<file path="src/lcd_defines.svh">
`ifndef LCD_DEFINES_SVH
`define LCD_DEFINES_SVH

// ====================================================================
// Register indices (byte address is four times the index)
`define LCD_IDX_TCLK 18'h05070
`define LCD_IDX_BCLK 18'h05071
`define LCD_IDX_DCTL 18'h050A0
`define LCD_IDX_CCTL 18'h050A2
`define LCD_IDX_VREG 18'h050A3
`define LCD_IDX_IMSK 18'h050A5
`define LCD_IDX_IFLG 18'h050A6

// ====================================================================
// Reset values
`define LCD_RST_TCLK 8'h00
`define LCD_RST_BCLK 8'h00
`define LCD_RST_DCTL 8'h10
`define LCD_RST_CCTL 8'h43
`define LCD_RST_VREG 8'h00
`define LCD_RST_IMSK 8'h00
`define LCD_RST_IFLG 8'h00

// ====================================================================
// Writable bit masks, reserved bits clear
`define LCD_MSK_TCLK 8'h3D
`define LCD_MSK_BCLK 8'h7D
`define LCD_MSK_DCTL 8'h13
`define LCD_MSK_CCTL 8'hC7
`define LCD_MSK_VREG 8'h11
`define LCD_MSK_IMSK 8'h01
`define LCD_MSK_IFLG 8'h01

// ====================================================================
// Field positions
`define LCD_GATE_BIT 0
`define LCD_SRC_HI 3
`define LCD_SRC_LO 2
`define LCD_TDIV_HI 5
`define LCD_TDIV_LO 4
`define LCD_BDIV_HI 6
`define LCD_BDIV_LO 4
`define LCD_REV_BIT 4
`define LCD_DSP_HI 1
`define LCD_DSP_LO 0
`define LCD_FRM_HI 7
`define LCD_FRM_LO 6
`define LCD_DUTY_HI 2
`define LCD_DUTY_LO 0
`define LCD_HVLD_BIT 4
`define LCD_REGULATOR_REFERENCE_SEL_BIT 0
`define LCD_FLAG_BIT 0

// ====================================================================
// Source codes and divider taps (counter bit k divides by 2^(k+1))
`define LCD_SRC_FIRST 2'h0
`define LCD_SRC_SECOND 2'h1
`define LCD_T_FIRST_TAP 4'h9
`define LCD_T_SECOND_TAP 4'h5
`define LCD_B_FIRST_TAP 4'h5
`define LCD_B_SECOND_TAP 4'h2
`define LCD_B_SECOND_MAX 3'h3
`define LCD_DIV_W 13
`define LCD_FRM_STEP 4'h4

`endif

</file>
<file path="src/lcd_pkg.sv">
package lcd_pkg;

   // =================================================================
   // Register select
   typedef enum logic [2:0] {
      LCD_SEL_TCLK,
      LCD_SEL_BCLK,
      LCD_SEL_DCTL,
      LCD_SEL_CCTL,
      LCD_SEL_VREG,
      LCD_SEL_IMSK,
      LCD_SEL_IFLG,
      LCD_SEL_NONE
   } lcd_sel_t;

   // =================================================================
   // Panel-side controls
   typedef struct packed {
      logic lcd_timing_clk;
      logic booster_clk;
      logic frame_pulse;
      logic frame_irq;
      logic [1:0] display_mode_sel;
      logic reverse_pattern_ctrl;
      logic [2:0] common_duty_sel;
      logic regulator_heavy_load_mode;
      logic regulator_reference_sel;
   } lcd_out_t;

   // =================================================================
   // Whole state of the block
   typedef struct packed {
      logic [7:0] tclk_reg;
      logic [7:0] bclk_reg;
      logic [7:0] dctl;
      logic [7:0] cctl;
      logic [7:0] vreg;
      logic [7:0] imsk;
      logic [7:0] iflg;
      logic [2:0] osc1_sync;
      logic [2:0] osc2_sync;
      logic [12:0] tcnt;
      logic [12:0] bcnt;
      logic [3:0] fcnt;
      logic pready;
      logic pslverr;
      logic [31:0] prdata;
      lcd_out_t out;
   } lcd_state_t;

endpackage : lcd_pkg

</file>
<file path="src/lcd_clk_frame.sv">
`include "lcd_defines.svh"

// Operation
// - Timing clock source: code 0 first, 1 second
// - Timing clock divided by two-bit ratio field on first source; second source fixed at 1/64
// - Timing clock runs only while gate set
// - Booster clock source: code 0 first, 1 second
// - Booster clock divided by three-bit ratio field; second source capped at 1/64
// - Booster clock runs only while gate set
// - Display mode: off, normal, all on, all off
// - Reverse bit zero inverts the pattern
// - Frame divides base clock by 4/8/12/16
// - Duty select static, 1/2, 1/3, 1/4
// - Regulator heavy-load and reference select bits
// - Frame sets flag; writing one clears it
// - Interrupt forwarded only while enable set
module lcd_clk_frame (
   input wire logic pclk,
   input wire logic presetn,
   input wire logic psel,
   input wire logic penable,
   input wire logic pwrite,
   input wire logic [19:0] paddr,
   input wire logic [31:0] pwdata,
   input wire logic [3:0] pstrb,
   output logic [31:0] prdata,
   output logic pready,
   output logic pslverr,
   input wire logic first_oscillator,
   input wire logic second_oscillator,
   output lcd_pkg::lcd_out_t lcd_ctl
);

   // =================================================================
   // Decode and helpers
   function automatic lcd_pkg::lcd_sel_t decode(input logic [19:0] a);
      lcd_pkg::lcd_sel_t r;
      r = lcd_pkg::LCD_SEL_NONE;
      if (a[1:0] != 2'h0) begin
         r = lcd_pkg::LCD_SEL_NONE;
      end else if (a[19:2] == `LCD_IDX_TCLK) begin
         r = lcd_pkg::LCD_SEL_TCLK;
      end else if (a[19:2] == `LCD_IDX_BCLK) begin
         r = lcd_pkg::LCD_SEL_BCLK;
      end else if (a[19:2] == `LCD_IDX_DCTL) begin
         r = lcd_pkg::LCD_SEL_DCTL;
      end else if (a[19:2] == `LCD_IDX_CCTL) begin
         r = lcd_pkg::LCD_SEL_CCTL;
      end else if (a[19:2] == `LCD_IDX_VREG) begin
         r = lcd_pkg::LCD_SEL_VREG;
      end else if (a[19:2] == `LCD_IDX_IMSK) begin
         r = lcd_pkg::LCD_SEL_IMSK;
      end else if (a[19:2] == `LCD_IDX_IFLG) begin
         r = lcd_pkg::LCD_SEL_IFLG;
      end
      return r;
   endfunction : decode

   // Edge of the selected source; reserved codes give no clock
   function automatic logic src_edge(input logic [1:0] code,
                                     input logic e1,
                                     input logic e2);
      logic r;
      r = 1'b0;
      if (code == `LCD_SRC_FIRST) begin
         r = e1;
      end else if (code == `LCD_SRC_SECOND) begin
         r = e2;
      end
      return r;
   endfunction : src_edge

   lcd_pkg::lcd_state_t s;
   lcd_pkg::lcd_state_t next_s;

   lcd_pkg::lcd_sel_t sel;
   logic e1;
   logic e2;
   logic t_edge;
   logic b_edge;
   logic [3:0] t_tap;
   logic [3:0] b_tap;
   logic next_tclk;
   logic next_bclk;
   logic base_rise;
   logic [3:0] frm_last;
   logic frame_evt;
   logic flag_clr;
   logic [7:0] rd;
   logic [7:0] wd;
   logic wr_en;

   // =================================================================
   // Next-state logic
   always_comb begin
      next_s = s;
      next_s.out.frame_pulse = 1'b0;
      flag_clr = 1'b0;
      rd = 8'h00;
      wd = pwdata[7:0];
      sel = decode(paddr);
      wr_en = 1'b0;

      // Oscillators are foreign: two flops, then a history flop for edges
      next_s.osc1_sync = {s.osc1_sync[1:0], first_oscillator};
      next_s.osc2_sync = {s.osc2_sync[1:0], second_oscillator};
      e1 = s.osc1_sync[1] & ~s.osc1_sync[2];
      e2 = s.osc2_sync[1] & ~s.osc2_sync[2];

      // Register read mux
      case (sel)
         lcd_pkg::LCD_SEL_TCLK: rd = s.tclk_reg;
         lcd_pkg::LCD_SEL_BCLK: rd = s.bclk_reg;
         lcd_pkg::LCD_SEL_DCTL: rd = s.dctl;
         lcd_pkg::LCD_SEL_CCTL: rd = s.cctl;
         lcd_pkg::LCD_SEL_VREG: rd = s.vreg;
         lcd_pkg::LCD_SEL_IMSK: rd = s.imsk;
         lcd_pkg::LCD_SEL_IFLG: rd = s.iflg;
         default: rd = 8'h00;
      endcase

      // APB: answer is prepared in setup, so access never waits
      if (psel && !penable) begin
         next_s.pready = 1'b1;
         next_s.pslverr = (sel == lcd_pkg::LCD_SEL_NONE);
         next_s.prdata = pwrite ? 32'h00000000 : {24'h000000, rd};
      end else if (psel && penable && s.pready) begin
         next_s.pready = 1'b0;
         next_s.pslverr = 1'b0;
         next_s.prdata = 32'h00000000;
         wr_en = pwrite && pstrb[0];
      end else begin
         next_s.pready = 1'b0;
         next_s.pslverr = 1'b0;
         next_s.prdata = 32'h00000000;
      end

      // Register writes; masks keep reserved bits at zero
      if (wr_en) begin
         case (sel)
            lcd_pkg::LCD_SEL_TCLK: next_s.tclk_reg = wd & `LCD_MSK_TCLK;
            lcd_pkg::LCD_SEL_BCLK: next_s.bclk_reg = wd & `LCD_MSK_BCLK;
            lcd_pkg::LCD_SEL_DCTL: next_s.dctl = wd & `LCD_MSK_DCTL;
            lcd_pkg::LCD_SEL_CCTL: next_s.cctl = wd & `LCD_MSK_CCTL;
            lcd_pkg::LCD_SEL_VREG: next_s.vreg = wd & `LCD_MSK_VREG;
            lcd_pkg::LCD_SEL_IMSK: next_s.imsk = wd & `LCD_MSK_IMSK;
            lcd_pkg::LCD_SEL_IFLG: flag_clr = wd[`LCD_FLAG_BIT];
            default: flag_clr = 1'b0;
         endcase
      end

      // Timing clock: source select, divider tap, gate
      t_edge = src_edge(s.tclk_reg[`LCD_SRC_HI:`LCD_SRC_LO], e1, e2);
      if (s.tclk_reg[`LCD_SRC_HI:`LCD_SRC_LO] == `LCD_SRC_SECOND) begin
         t_tap = `LCD_T_SECOND_TAP;
      end else begin
         t_tap = `LCD_T_FIRST_TAP
            + {2'h0, s.tclk_reg[`LCD_TDIV_HI:`LCD_TDIV_LO]};
      end
      if (!s.tclk_reg[`LCD_GATE_BIT]) begin
         next_s.tcnt = '0;
      end else if (t_edge) begin
         next_s.tcnt = s.tcnt + 13'h0001;
      end
      next_tclk = s.tclk_reg[`LCD_GATE_BIT] & next_s.tcnt[t_tap];
      next_s.out.lcd_timing_clk = next_tclk;

      // Booster clock; second source tops out at the 1/64 tap
      b_edge = src_edge(s.bclk_reg[`LCD_SRC_HI:`LCD_SRC_LO], e1, e2);
      if (s.bclk_reg[`LCD_SRC_HI:`LCD_SRC_LO] == `LCD_SRC_SECOND) begin
         if (s.bclk_reg[`LCD_BDIV_HI:`LCD_BDIV_LO] > `LCD_B_SECOND_MAX) begin
            b_tap = `LCD_B_SECOND_TAP + {1'b0, `LCD_B_SECOND_MAX};
         end else begin
            b_tap = `LCD_B_SECOND_TAP
               + {1'b0, s.bclk_reg[`LCD_BDIV_HI:`LCD_BDIV_LO]};
         end
      end else begin
         b_tap = `LCD_B_FIRST_TAP
            + {1'b0, s.bclk_reg[`LCD_BDIV_HI:`LCD_BDIV_LO]};
      end
      if (!s.bclk_reg[`LCD_GATE_BIT]) begin
         next_s.bcnt = '0;
      end else if (b_edge) begin
         next_s.bcnt = s.bcnt + 13'h0001;
      end
      next_bclk = s.bclk_reg[`LCD_GATE_BIT] & next_s.bcnt[b_tap];
      next_s.out.booster_clk = next_bclk;

      // Frame: count base clock rises, period 4*(code+1)
      base_rise = next_tclk & ~s.out.lcd_timing_clk;
      frm_last = `LCD_FRM_STEP
         * ({2'h0, s.cctl[`LCD_FRM_HI:`LCD_FRM_LO]} + 4'h1)
         - 4'h1;
      frame_evt = 1'b0;
      if (!s.tclk_reg[`LCD_GATE_BIT]) begin
         next_s.fcnt = 4'h0;
      end else if (base_rise) begin
         if (s.fcnt >= frm_last) begin
            next_s.fcnt = 4'h0;
            frame_evt = 1'b1;
         end else begin
            next_s.fcnt = s.fcnt + 4'h1;
         end
      end
      next_s.out.frame_pulse = frame_evt;

      // A frame arriving with a clear still sets the flag
      next_s.iflg[`LCD_FLAG_BIT] = (s.iflg[`LCD_FLAG_BIT] & ~flag_clr)
         | frame_evt;
      next_s.out.frame_irq = next_s.iflg[`LCD_FLAG_BIT]
         & next_s.imsk[`LCD_FLAG_BIT];

      // Static panel controls follow the registers
      next_s.out.display_mode_sel =
         next_s.dctl[`LCD_DSP_HI:`LCD_DSP_LO];
      next_s.out.reverse_pattern_ctrl = next_s.dctl[`LCD_REV_BIT];
      next_s.out.common_duty_sel =
         next_s.cctl[`LCD_DUTY_HI:`LCD_DUTY_LO];
      next_s.out.regulator_heavy_load_mode =
         next_s.vreg[`LCD_HVLD_BIT];
      next_s.out.regulator_reference_sel =
         next_s.vreg[`LCD_REGULATOR_REFERENCE_SEL_BIT];
   end

   // =================================================================
   // State register
   always_ff @(posedge pclk or negedge presetn) begin
      if (!presetn) begin
         s <= '0;
         s.tclk_reg <= `LCD_RST_TCLK;
         s.bclk_reg <= `LCD_RST_BCLK;
         s.dctl <= `LCD_RST_DCTL;
         s.cctl <= `LCD_RST_CCTL;
         s.vreg <= `LCD_RST_VREG;
         s.imsk <= `LCD_RST_IMSK;
         s.iflg <= `LCD_RST_IFLG;
         s.out.reverse_pattern_ctrl <= 1'b1;
         s.out.common_duty_sel <= 3'h3;
      end else begin
         s <= next_s;
      end
   end

   assign prdata = s.prdata;
   assign pready = s.pready;
   assign pslverr = s.pslverr;
   assign lcd_ctl = s.out;

endmodule : lcd_clk_frame

</file>
<file path="config.mk">
export PLATFORM = sky130hd
export DESIGN_NAME = lcd_clk_frame
export DESIGN_NICKNAME = d
export VERILOG_FILES = /design/src/lcd_pkg.sv /design/src/lcd_clk_frame.sv
export VERILOG_INCLUDE_DIRS = /design/src
export SDC_FILE = /design/constraint.sdc
export NUM_CORES = 1
export LEC_CHECK = 0
export ABC_AREA = 0
export BUFFER_PORTS_ARGS = -buffer_cell sky130_fd_sc_hd__buf_4
export CAP_MARGIN = 20
export CORE_ASPECT_RATIO = 1.5
export CORE_MARGIN = 1
export CORE_UTILIZATION = 54
export CTS_BUF_LIST = sky130_fd_sc_hd__clkbuf_8 sky130_fd_sc_hd__clkbuf_16
export DETAILED_ROUTE_END_ITERATION = 10
export PLACE_DENSITY = 0.81
export SETUP_SLACK_MARGIN = 0.5
export SLEW_MARGIN = 20
export SYNTH_ARGS = -nofsm -noshare
export SYNTH_HDL_FRONTEND = slang
export SYNTH_SLANG_ARGS = --single-unit
</file>
<file path="constraint.sdc">
create_clock -name pclk -period 4 [get_ports pclk]
set_input_delay 0.2 -clock pclk [delete_from_list [all_inputs] [get_ports pclk]]
set_output_delay 0.2 -clock pclk [all_outputs]
set_load 0.005 [all_outputs]
</file>
# Word-level counts from Yosys, hierarchy flattened
# Index checks and enable logic that the tools add are counted.
[totals]
ff_bits = 102
latch_bits = 0
mem_bits_rw = 0
romBits = 0
in_bits = 63
out_inout_bits = 46
wordCells = 118
memories = 0
[op_classes]
n_addsub = 8
mul = 0
n_div = 0
order_cmp = 4
n_eq_ne = 17
shifts = 0
mux = 41
n_bitwise = 12
n_reduce_logical = 12
[ops]
columns = ["cell", "n"]
rows = [
  ["18-bit by 15-bit == test with 1-bit output (second input constant)", 7],
  ["8-bit case mux with 7 select lines", 1],
  ["13-bit 2-to-1 mux", 4],
  ["34-bit 2-to-1 mux", 1],
  ["29-bit 2-to-1 mux", 1],
  ["13-bit by 1-bit adder with 13-bit output (second input constant)", 2],
  ["4-bit 2-to-1 mux", 6],
  ["8-bit 2-to-1 mux", 2],
  ["1-bit 2-to-1 mux", 15],
  ["3-bit 2-to-1 mux", 5],
  ["3-bit == test (second input constant)", 4],
  ["4-bit by 5-bit < comparator with 1-bit output (second input constant)", 2],
  ["5-bit 2-to-1 mux", 2],
  ["1-bit binary-select mux with 4-bit select", 2],
  ["1-bit bitwise AND", 7],
  ["3-bit by 2-bit == test with 1-bit output (second input constant)", 2],
  ["2-bit AND reduction", 3],
  ["2-bit by 3-bit adder with 4-bit output (first input constant)", 1],
  ["3-bit by 3-bit adder with 4-bit output (first input constant)", 1],
  ["4-bit by 1-bit adder with 4-bit output (second input constant)", 1],
  ["4-bit by 2-bit adder with 4-bit output (first input constant)", 1],
  ["2-bit by 1-bit == test with 1-bit output (second input constant)", 2],
  ["4-bit greater-or-equal comparator", 1],
  ["1-bit logical AND", 4],
  ["12 further kinds", 17],
]

# Longest topological paths before layout
# Gate-level depths: netlist (run 1).
[depth]
depth_word = 16
mapped_depth = 9
mapped_depth_nobuf = 9

# Least setup slack after synthesis (run 1)
# No wires, ideal clock.
[synth_path]
path_kind = "flip-flop to flip-flop"
startpoint = "register s[132] (netlist bit)"
endpoint = "register s[49] (netlist bit)"
setup_time_ps = 122
arrival_ps = 2758
required_ps = 3878
path_slack_ps = 1121
stages_incl_launch_ff = 8
path_cell_list = "dfrtp_1 -> or4b_4 -> a211o_1 -> or4_4 -> a2111oi_4 -> o211a_1 -> o21ai_1 -> a32o_1"
[synth_via]
elab_chain_cells = 10
[synth_rtl]
columns = ["element", "line_no", "rtl"]
rows = [
  ["from (decl)", "lcd_clk_frame.sv:73", "lcd_pkg::lcd_state_t s;"],
  ["from (signal assigned)", "lcd_clk_frame.sv:240", "s <= next_s;"],
  ["2-bit by 1-bit == test with 1-bit output (no source line)", "--", ""],
  ["1-bit 2-to-1 mux", "lcd_clk_frame.sv:67", "end else if (code == `LCD_SRC_SECOND) begin"],
  ["1-bit 2-to-1 mux", "lcd_clk_frame.sv:65", "if (code == `LCD_SRC_FIRST) begin"],
  ["13-bit 2-to-1 mux", "lcd_clk_frame.sv:162", "end else if (t_edge) begin"],
  ["13-bit 2-to-1 mux", "lcd_clk_frame.sv:160", "if (!s.tclk_reg[`LCD_GATE_BIT]) begin"],
  ["1-bit binary-select mux with 4-bit select *", "lcd_clk_frame.sv:165", "next_tclk = s.tclk_reg[`LCD_GATE_BIT] & next_s.tcnt[t_tap];"],
  ["1-bit 2-to-1 mux (implied by the code) *", "lcd_clk_frame.sv:165", ""],
  ["1-bit bitwise AND *", "lcd_clk_frame.sv:165", ""],
  ["1-bit bitwise AND *", "lcd_clk_frame.sv:190", "base_rise = next_tclk & ~s.out.lcd_timing_clk;"],
  ["2-bit by 1-bit != test with 1-bit output (no source line) *", "--", ""],
]
# Mark *: on every way between the ends. The rest lies on a longest branch, timed or not. The select of a mux whose other input is x is not followed.
# A chain may end at the register's enable or synchronous reset.

# Worst setup path in the final report (run 1)
# Same ends and word-level chain as after synthesis.

==> results of run 1 <==
==> through the flow <==
step	total power, mW	hold slack [ns]	area [sq um]	worst slack, ns
4_1_cts	1.664	0.02549	4946	0.8999
3_5_place_dp	0.8295	0.3106	4609	0.9089
5_1_grt	1.710	0.06935	4946	0.7593
3_3_place_gp	0.8277	0.3096	4609	0.9582
6_report	1.654	-0.01245	4946	0.8937
2_1_floorplan	0.7968	-0.09559	4399	1.121
==> logic make-up after synthesis <==
kind of cell / count (synthesis) / share of synthesized area, %
AO/OA/AOI/OAI: 85 / 14.30
other: 1 / 0.08695
adder cells (fa/ha/maj): 10 / 2.901
flip-flops: 73 / 42.47
buffers and inverters: 63 / 9.313
AND/OR/NAND/NOR: 165 / 20.34
multiplexers: 30 / 7.543
XOR/XNOR: 15 / 3.046
==> routing by layer <==
metal  vias to the layer above  part of all wire, %  track usage (%)  wire length, um
met4                         0                  2.3            10.69              217
li1                       1648                    -                -                -
met2                       139                   53            41.14             4975
met3                        21                  4.5            5.882              420
met5                         -                    0                0                0
met1                      1673                   40            29.40             3730
==> synth_stat cells, types with 3 or more instances <==
cell type,count,area share [%]
a2111oi_0,3,0.61
a211o_1,3,0.61
a211oi_1,3,0.52
a21o_1,5,0.87
a21oi_1,16,1.9
a22oi_1,4,0.70
a31oi_1,3,0.44
and2_1,5,0.73
and3_1,11,1.6
and4_1,3,0.61
buf_4,44,7.7
clkbuf_1,6,0.52
dfrtp_1,69,40
dfstp_2,4,2.4
ha_1,10,2.9
inv_1,11,0.96
mux2_1,11,2.9
mux2_2,9,2.3
mux2i_1,10,2.3
nand2_1,35,3.0
nand2b_1,7,1.0
nand3_1,18,2.1
nand3b_1,5,0.87
nand4_1,8,1.2
nor2_1,34,3.0
nor2b_1,3,0.44
nor3_1,14,1.6
nor4_1,5,0.73
o211ai_1,5,0.87
o21ai_0,10,1.2
o21ai_1,7,0.81
o31a_1,4,0.81
or3_1,4,0.58
or3b_1,3,0.61
xnor2_1,8,1.6
xor2_1,7,1.4
==> layout by cell type, fill, tap and decap left out, drive strengths merged, types with 7 or more instances in the layout <==
cell type  Yosys  routed
nor2          34      34
mux2          20      20
xor2           7       7
nand2b         7       7
and3          11      11
mux2i         10      10
a21oi         16      16
conb           1      24
clkbuf         6      12
inv           11      11
nor3          14      14
nand2         35      35
nand3         18      18
nand4          8       8
ha            10      10
xnor2          8       8
buf           44      58
o21ai         17      17
dfrtp         69      69
==> worst paths after layout <==
path                                      start                    to  slack [ns]  cells after the start
max in group asynchronous               presetn  lcd_ctl[9]$_DFF_PN0_        3.45                      1
min reg2reg                next_s[80]$_DFF_PN0_  next_s[81]$_DFF_PN0_        0.36                      0
max reg2reg                  s[132]$_DFFE_PN0P_     s[49]$_DFFE_PN0P_        0.89                      7
max                          s[132]$_DFFE_PN0P_     s[49]$_DFFE_PN0P_        0.89                      7
min                                     presetn  next_s[78]$_DFF_PN0_       -0.01                      1
min in group pclk                     pwdata[7]    s[113]$_DFFE_PN0P_        0.08                      3
==> cell type report <==
cell class              instances  area, sq um
clock buffers                  12        266.5
clock inverters                 4        50.05
fillers                       637         2715
inverters                      13        48.80
multi-input cells             329         2166
flip-flops and latches         73         1832
well taps                     102        127.6
repair buffers                 60        455.4
==> flip-flops by register name, indices dropped and copies added (netlist names) <==
name     count
next_s       4
prdata       8
pready       1
pslverr      1
lcd_ctl      5
s           54
==> report_power, final <==
| group | leakage [nW] | internal (mW) | total [mW] | switching (mW) |
|---|---|---|---|---|
| Sequential | 0.979 | 0.743 | 0.745 | 0.00182 |
| Combinational | 1.15 | 0.0324 | 0.0727 | 0.0403 |
| Clock | 0.151 | 0.532 | 0.836 | 0.304 |
==> critical path: stages (launching register included) <==
cell and delay [ns]:
dfrtp_1 0.42, or4b_4 0.59, a211o_1 0.37, or4_4 0.57
a2111oi_4 0.41, o211a_1 0.26, o21ai_1 0.10, a32o_1 0.26
==> summary.txt, run 1 <==
Floorplan
  • I/O Pins: 109
  • Die area: 8356 sq um
  • Core Box Area: 7661 sq um
  • Initial Utilization: 56.30%
  • Die height: 111.5 um
  • Chip Width: 74.97 um
  • # rows: 39

GRT
  • GRT Total Usage: 24.61%
  • Initial antenna violation count: 0
  • First-pass GRT wire length: 15530 um
  • GR Overflow Total: 0
  • Number of global-route vias before repair: 3349
  • Largest net degree at the start of global routing: 74

Power
  • PwrDens: 334.3 nW/um^2
  • Peak supply drop: 0.2371 mV
  • Leak Pwr: 2.280 nW

Detailed routing
  • WL/cell: 15.76 um
  • Initial DRC Count: 377
  • DR DRC count: 0
  • Remaining antenna violation count: 0
  • Final wirelength: 9343 um
  • DR vias: 3481
  • Drt first pass iters: 5
  • Vias/cell: 5.870

STA
  • Worst Tran Pin Value: 0.8848 ns
  • Relative slew margins: 41.01%
  • Fmax: 321.9 MHz
  • Final min period: 3.106 ns
  • Final Skew: 0.005418 ns
  • # setup viols final: 0
  • Setup TNS: 0 ns
  • Final worst path period share: 77.66%
  • Final Hold Viols: 19
  • Worst hold slack: -0.01245 ns
  • RSZ-0062 raised after global routing: no
  • Final Max Slew Viols: 0

Place
  • I/O Buffers: 57
  • Routability congestion estimate: 0.8999
  • Placed insts: 575
  • Estimated wirelength of the detail-placed design: 6819 um

Logic synthesis
  • Sequential share of the synthesized area: 42.47%
  • Avg Cell Area, Syn: 9.758 sq um
  • Synth Instances: 442
  • Mapped Area: 4313 sq um
  • Count of flip-flops with a built-in enable after synthesis: 0
  • Synthesis warning total: 0
  • Synthesis-stage register bit count: 73
  • Primary FF master, synth: dfrtp_1
  • Cell variety after synth: 63
  • Fraction of registers with async set or reset after synthesis: 100.0%

Setup path
  • Worst Path Arrival: 3.33 ns
  • Worst-path fanout max: 7
  • Worst Path Class, Setup: register to register
  • CP Launch Type: register
  • Critical path required time: 4.23 ns
  • Setup crit end kind: register

Final layout
  • # diodes: 0
  • Area delta synth->final: 14.68%
  • Share of cells above drive strength 1: 18.33%
  • Nets: 559
  • Post-route insts no fill: 593
  • Layout Utilization: 64.56%

Clocking
  • Hold-fix buffers at CTS: 2
  • Clock Path Buffers: 2
  • CTS clock-pin slew for the worst setup and hold paths: 0.06 ns
  • Skew-Pair Late Insertion Delay: 0.34 ns
  • CTS Buf Count: 9
  • Post-CTS Resized: 0
  • Clock Sinks: 73
  • Post-CTS setup buffers: 0
  • Clock Tree Root: clkbuf_16
  • TritonCTS clock tree: yes
  • H-tree Lvls: 3

Job
  • Max_cap viols: 0

Hold path
  • Worst hold path class: input pin to asynchronous set/reset pin

Run status
  • Failing checks: negative hold slack
  • Status: complete, but fails checks
Power figures use the tool's default switching activity.
==> inputs of run 2 (changes only) <==
--- a/config.mk
+++ b/config.mk
@@ -11,10 +11,10 @@
 export CAP_MARGIN = 20
 export CORE_ASPECT_RATIO = 1.5
 export CORE_MARGIN = 1
-export CORE_UTILIZATION = 54
+export CORE_UTILIZATION = 49
 export CTS_BUF_LIST = sky130_fd_sc_hd__clkbuf_8 sky130_fd_sc_hd__clkbuf_16
 export DETAILED_ROUTE_END_ITERATION = 10
-export PLACE_DENSITY = 0.81
+export PLACE_DENSITY = 0.77
 export SETUP_SLACK_MARGIN = 0.5
 export SLEW_MARGIN = 20
 export SYNTH_ARGS = -nofsm -noshare
==> constraint.sdc (replaced) <==
create_clock -name pclk -period 2.7 [get_ports pclk]
set_input_delay 0.135 -clock pclk [delete_from_list [all_inputs] [get_ports pclk]]
set_output_delay 0.135 -clock pclk [all_outputs]
set_load 0.005 [all_outputs]
==> summary.txt, run 2 (synthesis results as in run 1) <==
Job
  • Max_cap viols: 0 (unchanged)

STA
  • Relative slew margins: 41.16% (+0.14 points)
  • Worst Slack Setup Final: -0.1061 ns (-0.9998 ns)
  • Final worst path period share: 103.9% (+26 points)
  • Final Skew: 0.004414 ns (-0.001004 ns)
  • RSZ-0062 raised after global routing: yes
  • # setup viols final: 5 (+5)
  • Final Max Slew Viols: 0 (unchanged)
  • Final min period: 2.806 ns (-0.3002 ns)
  • Fmax: 356.4 MHz (+11%)
  • Worst Tran Pin Value: 0.8827 ns (-0.002146 ns)
  • Final Hold Viols: 0 (-19)
  • Setup TNS: -0.4077 ns (-0.4077 ns)

Setup path
  • Setup crit end kind: register
  • CP Launch Type: register
  • Critical path required time: 2.92 ns (-1.31 ns)
  • Reg2reg path depth: 7 (unchanged)
  • Worst Path Class, Setup: register to register
  • CP max-delay cell: or4b_4
  • Worst-path fanout max: 4 (-3)
  • CP cell instances: or4b_4 > a211o_1 > or4_4 > a2111oi_4 > o211a_1 > o21ai_1 > a32o_1
  • Worst Path Arrival: 3.03 ns (-0.30 ns)
  • Crit path largest cell delay: 0.54 ns (-0.05 ns)

Detailed routing
  • Initial DRC Count: 316 (-16%)
  • WL/cell: 15.71 um (-0.31%)
  • Remaining antenna violation count: 0 (unchanged)
  • Final wirelength: 9691 um (+3.7%)
  • Vias/cell: 5.809 (-1.0%)
  • Drt first pass iters: 5 (unchanged)
  • DR DRC count: 0 (unchanged)
  • DR vias: 3584 (+3.0%)

Final layout
  • Footprint of the multi-input gates: 2301 sq um (+6.2%)
  • Final Instance Area: 5191 sq um (+5.0%)
  • # diodes: 0 (unchanged)
  • Most frequent cells in the layout: 76 x buf_4, 69 x dfrtp_1, 34 x nand2_1, 34 x nor2_1, 24 x conb_1
  • Most common cell after layout, fill and taps aside: buf_4
  • FF/Latch Area: 1832 sq um (unchanged)
  • Nets: 578 (+3.4%)
  • Area delta synth->final: 20.37%
  • Max reg flops: 54 (unchanged)
  • Layout Utilization: 61.33% (-3.2 points)
  • Share of cells above drive strength 1: 24.90% (+6.6 points)
  • Fill cells: 714 (+12%)
  • Biggest register: s

Clocking
  • Skew-Pair Late Insertion Delay: 0.34 ns (about the same)
  • CTS clock-pin slew for the worst setup and hold paths: 0.05 ns (about the same)
  • CTS Buf Count: 9 (unchanged)
  • TritonCTS clock tree: yes
  • Clock Path Buffers: 2 (unchanged)
  • H-tree Lvls: 3 (unchanged)
  • Clock Sinks: 73 (unchanged)
  • Clock Tree Root: clkbuf_16

Place
  • I/O Buffers: 57 (unchanged)
  • Placed Area: 4758 sq um (+3.2%)
  • Routability congestion estimate: 0.9161 (+1.8%)
  • Pre-CTS WS: -0.09215 ns (-1.001 ns)
  • Estimated wirelength of the detail-placed design: 6991 um (+2.5%)

Floorplan
  • Die area: 9189 sq um (+10%)
  • Die height: 116.9 um (+4.9%)
  • Chip Width: 78.60 um (+4.8%)
  • Initial Utilization: 50.95% (-5.3 points)
  • I/O Pins: 109 (unchanged)
  • # rows: 41 (+5.1%)
  • Core Box Area: 8464 sq um (+10%)

GRT
  • First-pass GRT wire length: 15690 um (+1.1%)
  • Initial antenna violation count: 0 (unchanged)
  • GR Overflow Total: 0 (unchanged)
  • Number of global-route vias before repair: 3360 (+0.33%)
  • GRT Total Usage: 22.58% (-2.0 points)
  • Largest net degree at the start of global routing: 74 (unchanged)

Hold path
  • Worst hold path class: input pin to register
  • Worst hold stages: 3

Power
  • Leak Pwr: 2.380 nW (+4.4%)
  • Peak supply drop: 0.3995 mV (+69%)
  • PwrDens: 444.8 nW/um^2 (+33%)

Run status
  • Status: complete, but fails checks
  • Failing checks: negative setup slack
[run 2: cell count changes in the layout (fill, tap and decap cells not counted), sizes merged]
cell	change
buf	+18
clkinv	+2
clkinvlp	-2
inv	+2
bufinv	-1
clkbuf	-1
dlygate4sd3	+1
[run 2: critical path, delay by kind of cell (launching register included)]
family             cells  cell delay, ns
AOI/OAI and AO/OA      5            1.26
DFF                    1            0.38
and+or+nand+nor        2            1.05
[run 2: repair_timing]
action	in CTS	in global routing
setup buffers	3	0
hold buffers	3	0
gates resized for setup	13	9
endpoints found under the hold margin	71	0
setup endpoints to repair	9	10
pin swaps	10	1
[run 2: power by group]
part	switching [mW]	internal (mW)
registers	0.00277	1.10
clock network	0.434	0.659
logic	0.0609	0.0511
[run 2: final timing paths]
| kind | startpoint | end | slack (ns) |
|---|---|---|---|
| min in group asynchronous | presetn | next_s[80]$_DFF_PN0_ | 0.46 |
| min reg2reg | next_s[77]$_DFF_PN0_ | next_s[78]$_DFF_PN0_ | 0.35 |
| max | s[81]$_DFF_PN0_ | s[49]$_DFFE_PN0P_ | -0.11 |
| min | pwdata[7] | s[113]$_DFFE_PN0P_ | 0.02 |
| max reg2reg | s[81]$_DFF_PN0_ | s[49]$_DFFE_PN0P_ | -0.11 |
| max in group asynchronous | presetn | s[115]$_DFFE_PN0P_ | 1.66 |
[run 2: metrics by stage]
stage,std cells,hold slack (ns),power (mW)
floorplan,465,-0.1606,1.182
global placement,595,0.2474,1.229
detailed placement,595,0.2461,1.231
CTS,617,0.01333,2.331
global route,617,0.01561,2.402
finish,617,0.01657,2.309
[run 2: cell type report]
type,count,share of cell area [%]
Clock inverter,5,0.4338
Timing Repair Buffer,79,11.57
Multi-Input combinational cell,329,44.32
Clock buffer,11,4.869
Sequential cell,73,35.29
Inverter,13,0.9400
Tap cell,107,2.579
[run 2: metal layers]
layer  vias to the layer above  GRT usage [%]  part of all wire [%]
met5                         -              0                     0
met4                         0          11.36                   2.4
met3                        21          4.884                   4.8
met2                       137          40.29                    54
met1                      1749          25.33                    39
li1                       1677              -                     -
==> inputs of run 3 (changes only) <==
--- a/config.mk
+++ b/config.mk
@@ -14,6 +14,7 @@
 export CORE_UTILIZATION = 49
 export CTS_BUF_LIST = sky130_fd_sc_hd__clkbuf_8 sky130_fd_sc_hd__clkbuf_16
 export DETAILED_ROUTE_END_ITERATION = 10
+export HOLD_SLACK_MARGIN = 0.15
 export PLACE_DENSITY = 0.77
 export SETUP_SLACK_MARGIN = 0.5
 export SLEW_MARGIN = 20
==> summary.txt, run 3 (synthesis results as in run 1) <==
Detailed routing
  • DR vias: 3630 (+1.3%)
  • DR DRC count: 0 (unchanged)
  • Vias/cell: 5.780 (-0.49%)
  • WL/cell: 15.70 um (about the same)
  • Drt first pass iters: 7 (+2)
  • Initial DRC Count: 347 (+9.8%)
  • Final wirelength: 9861 um (+1.8%)
  • Remaining antenna violation count: 0 (unchanged)

Setup path
  • Worst-path fanout max: 4 (unchanged)
  • CP cell instances: or4b_4 > a211o_1 > or4_4 > a2111oi_4 > o211a_1 > o21ai_1 > a32o_1
  • CP max-delay cell: or4b_4
  • Top Family by Delay on Critical Path: compound AO/OA/AOI/OAI gates
  • Setup crit end kind: register
  • Worst Path Arrival: 3.03 ns (about the same)
  • Reg-to-reg slack, setup: -0.11 ns (about the same)
  • Worst Path Class, Setup: register to register
  • Crit path largest cell delay: 0.54 ns (about the same)
  • Cell count along the critical path: 7 (unchanged)
  • Buffers plus inverters on the worst setup path: 0 (unchanged)
  • Reg2reg path depth: 7 (unchanged)
  • R2r startpoint: s[81]$_DFF_PN0_
  • CP Launch Type: register
  • Critical path required time: 2.92 ns (about the same)
  • Reg-to-Reg End: s[49]$_DFFE_PN0P_

Clocking
  • CTS Buf Count: 9 (unchanged)
  • Clock Tree Root: clkbuf_16
  • Skew-Pair Late Insertion Delay: 0.34 ns (about the same)
  • H-tree Lvls: 3 (unchanged)
  • CTS clock-pin slew for the worst setup and hold paths: 0.05 ns (about the same)
  • Clock Sinks: 73 (unchanged)
  • TritonCTS clock tree: yes
  • Clock Path Buffers: 2 (unchanged)

Hold path
  • Hold endpoint: prdata[0]$_DFF_PN0_
  • Worst Hold Launch: paddr[0]
  • Worst hold path class: input pin to register
  • Worst hold stages: 4 (+1)

STA
  • Final worst path period share: 104.1% (+0.17 points)
  • Final Skew: 0.004133 ns (-0.0002815 ns)
  • Worst Tran Pin Value: 0.8889 ns (+0.006263 ns)
  • Final Hold Viols: 0 (unchanged)
  • Worst Slack Setup Final: -0.1107 ns (-0.004587 ns)
  • # setup viols final: 5 (unchanged)
  • Final min period: 2.811 ns (+0.004587 ns)
  • Relative slew margins: 40.74% (-0.42 points)
  • RSZ-0062 raised after global routing: yes
  • Final Max Slew Viols: 0 (unchanged)
  • Fmax: 355.8 MHz (-0.16%)

Final layout
  • Most frequent cells in the layout: 76 x buf_4, 69 x dfrtp_1, 34 x nand2_1, 34 x nor2_1, 24 x conb_1
  • Biggest register: s
  • Most common cell after layout, fill and taps aside: buf_4
  • Share of cells above drive strength 1: 24.38% (-0.53 points)
  • # diodes: 0 (unchanged)
  • Area delta synth->final: 22.92%
  • Max reg flops: 54 (unchanged)
  • Nets: 589 (+1.9%)
  • Final Instance Area: 5301 sq um (+2.1%)

Floorplan
  • Chip Width: 78.60 um (unchanged)
  • Die area: 9189 sq um (unchanged)
  • Die height: 116.9 um (unchanged)
  • I/O Pins: 109 (unchanged)
  • # rows: 41 (unchanged)
  • Core Box Area: 8464 sq um (unchanged)
  • Initial Utilization: 50.95% (unchanged)

GRT
  • First-pass GRT wire length: 15930 um (+1.5%)
  • GR Overflow Total: 0 (unchanged)
  • Largest net degree at the start of global routing: 74 (unchanged)
  • Initial antenna violation count: 0 (unchanged)
  • GRT Total Usage: 22.90% (+0.32 points)
  • Number of global-route vias before repair: 3419 (+1.8%)

Power
  • PwrDens: 438.5 nW/um^2 (-1.4%)
  • Leak Pwr: 2.424 nW (+1.9%)
  • Overall power: 2.325 mW (+0.67%)
  • Peak supply drop: 0.3983 mV (-0.31%)

Place
  • Estimated wirelength of the detail-placed design: 6991 um (unchanged)
  • Placed Area: 4758 sq um (unchanged)
  • I/O Buffers: 57 (unchanged)
  • Pre-CTS WS: -0.09215 ns (unchanged)
  • Routability congestion estimate: 0.9161 (unchanged)

Run status
  • Failing checks: negative setup slack
  • Status: complete, but fails checks

Job
  • Max_cap viols: 0 (unchanged)
run 3: changes by cell type in the layout (fill, tap and decap cells not counted), sizes merged:
cell         delta
dlygate4sd3    +11
run 3: final cells by class:
class,count,area (sq um)
clock buffers,11,252.7
flip-flops and latches,73,1832
repair buffers,90,710.7
well taps,107,133.9
multi-input cells,329,2301
inverters,13,48.80
fillers,706,3163
clock inverters,5,22.52
run 3: worst max-delay path by stage:
stage / from / end / slack [ns]
after CTS: s[81]$_DFF_PN0_ / s[49]$_DFFE_PN0P_ / -0.1
after floorplan: s[133]$_DFFE_PN0P_ / s[49]$_DFFE_PN0P_ / -0.05
after global placement: s[81]$_DFF_PN0_ / s[46]$_DFFE_PN0P_ / -0.06
after global routing: s[81]$_DFF_PN0_ / s[49]$_DFFE_PN0P_ / -0.21
final: s[81]$_DFF_PN0_ / s[49]$_DFFE_PN0P_ / -0.11
after detailed placement: s[81]$_DFF_PN0_ / s[47]$_DFFE_PN0P_ / -0.09
run 3: power by group:
part	switching (mW)	internal [mW]	total [mW]
clock	0.436	0.660	1.10
sequential	0.00287	1.10	1.10
combinational	0.0640	0.0615	0.125
total	0.503	1.82	2.32
run 3: worst min-delay path, delay by kind of cell:
| kind | cells | cell delay (ns) |
|---|---|---|
| AND/OR/NAND/NOR | 1 | 0.06 |
| buffers and inverters | 1 | 0.08 |
| AO/OA/AOI/OAI | 2 | 0.27 |
run 3: repair_timing:
| item | 4_1_cts | 5_1_grt |
|---|---|---|
| resized for setup | 13 | 9 |
| pin swaps | 10 | 1 |
| buffers inserted | 3 | 0 |
| gates cloned | 0 | 0 |
| endpoints found under the hold margin | 96 | 0 |
| endpoints found under the setup margin | 9 | 10 |
| hold buffers | 14 | 0 |
run 3: stage by stage:
step,cells,setup TNS (ns),hold slack (ns),utilization [%]
after detailed placement,595,-0.3445,0.2461,56.22
after global routing,628,-1.115,0.2924,62.63
after global placement,595,-0.1904,0.2474,56.22
after CTS,628,-0.3346,0.2559,62.01
final,628,-0.3651,0.2581,62.63
after floorplan,465,-0.08131,-0.1606,-
run 3: per-layer routing:
layer / up-vias / routed length [um] / GRT usage [%] / share of wire (%)
li1: 1703 / - / - / -
met1: 1773 / 3789 / 25.63 / 38
met2: 131 / 5312 / 40.93 / 54
met3: 23 / 526 / 5.039 / 5.3
met4: 0 / 232 / 11.36 / 2.4
met5: - / 0 / 0 / 0
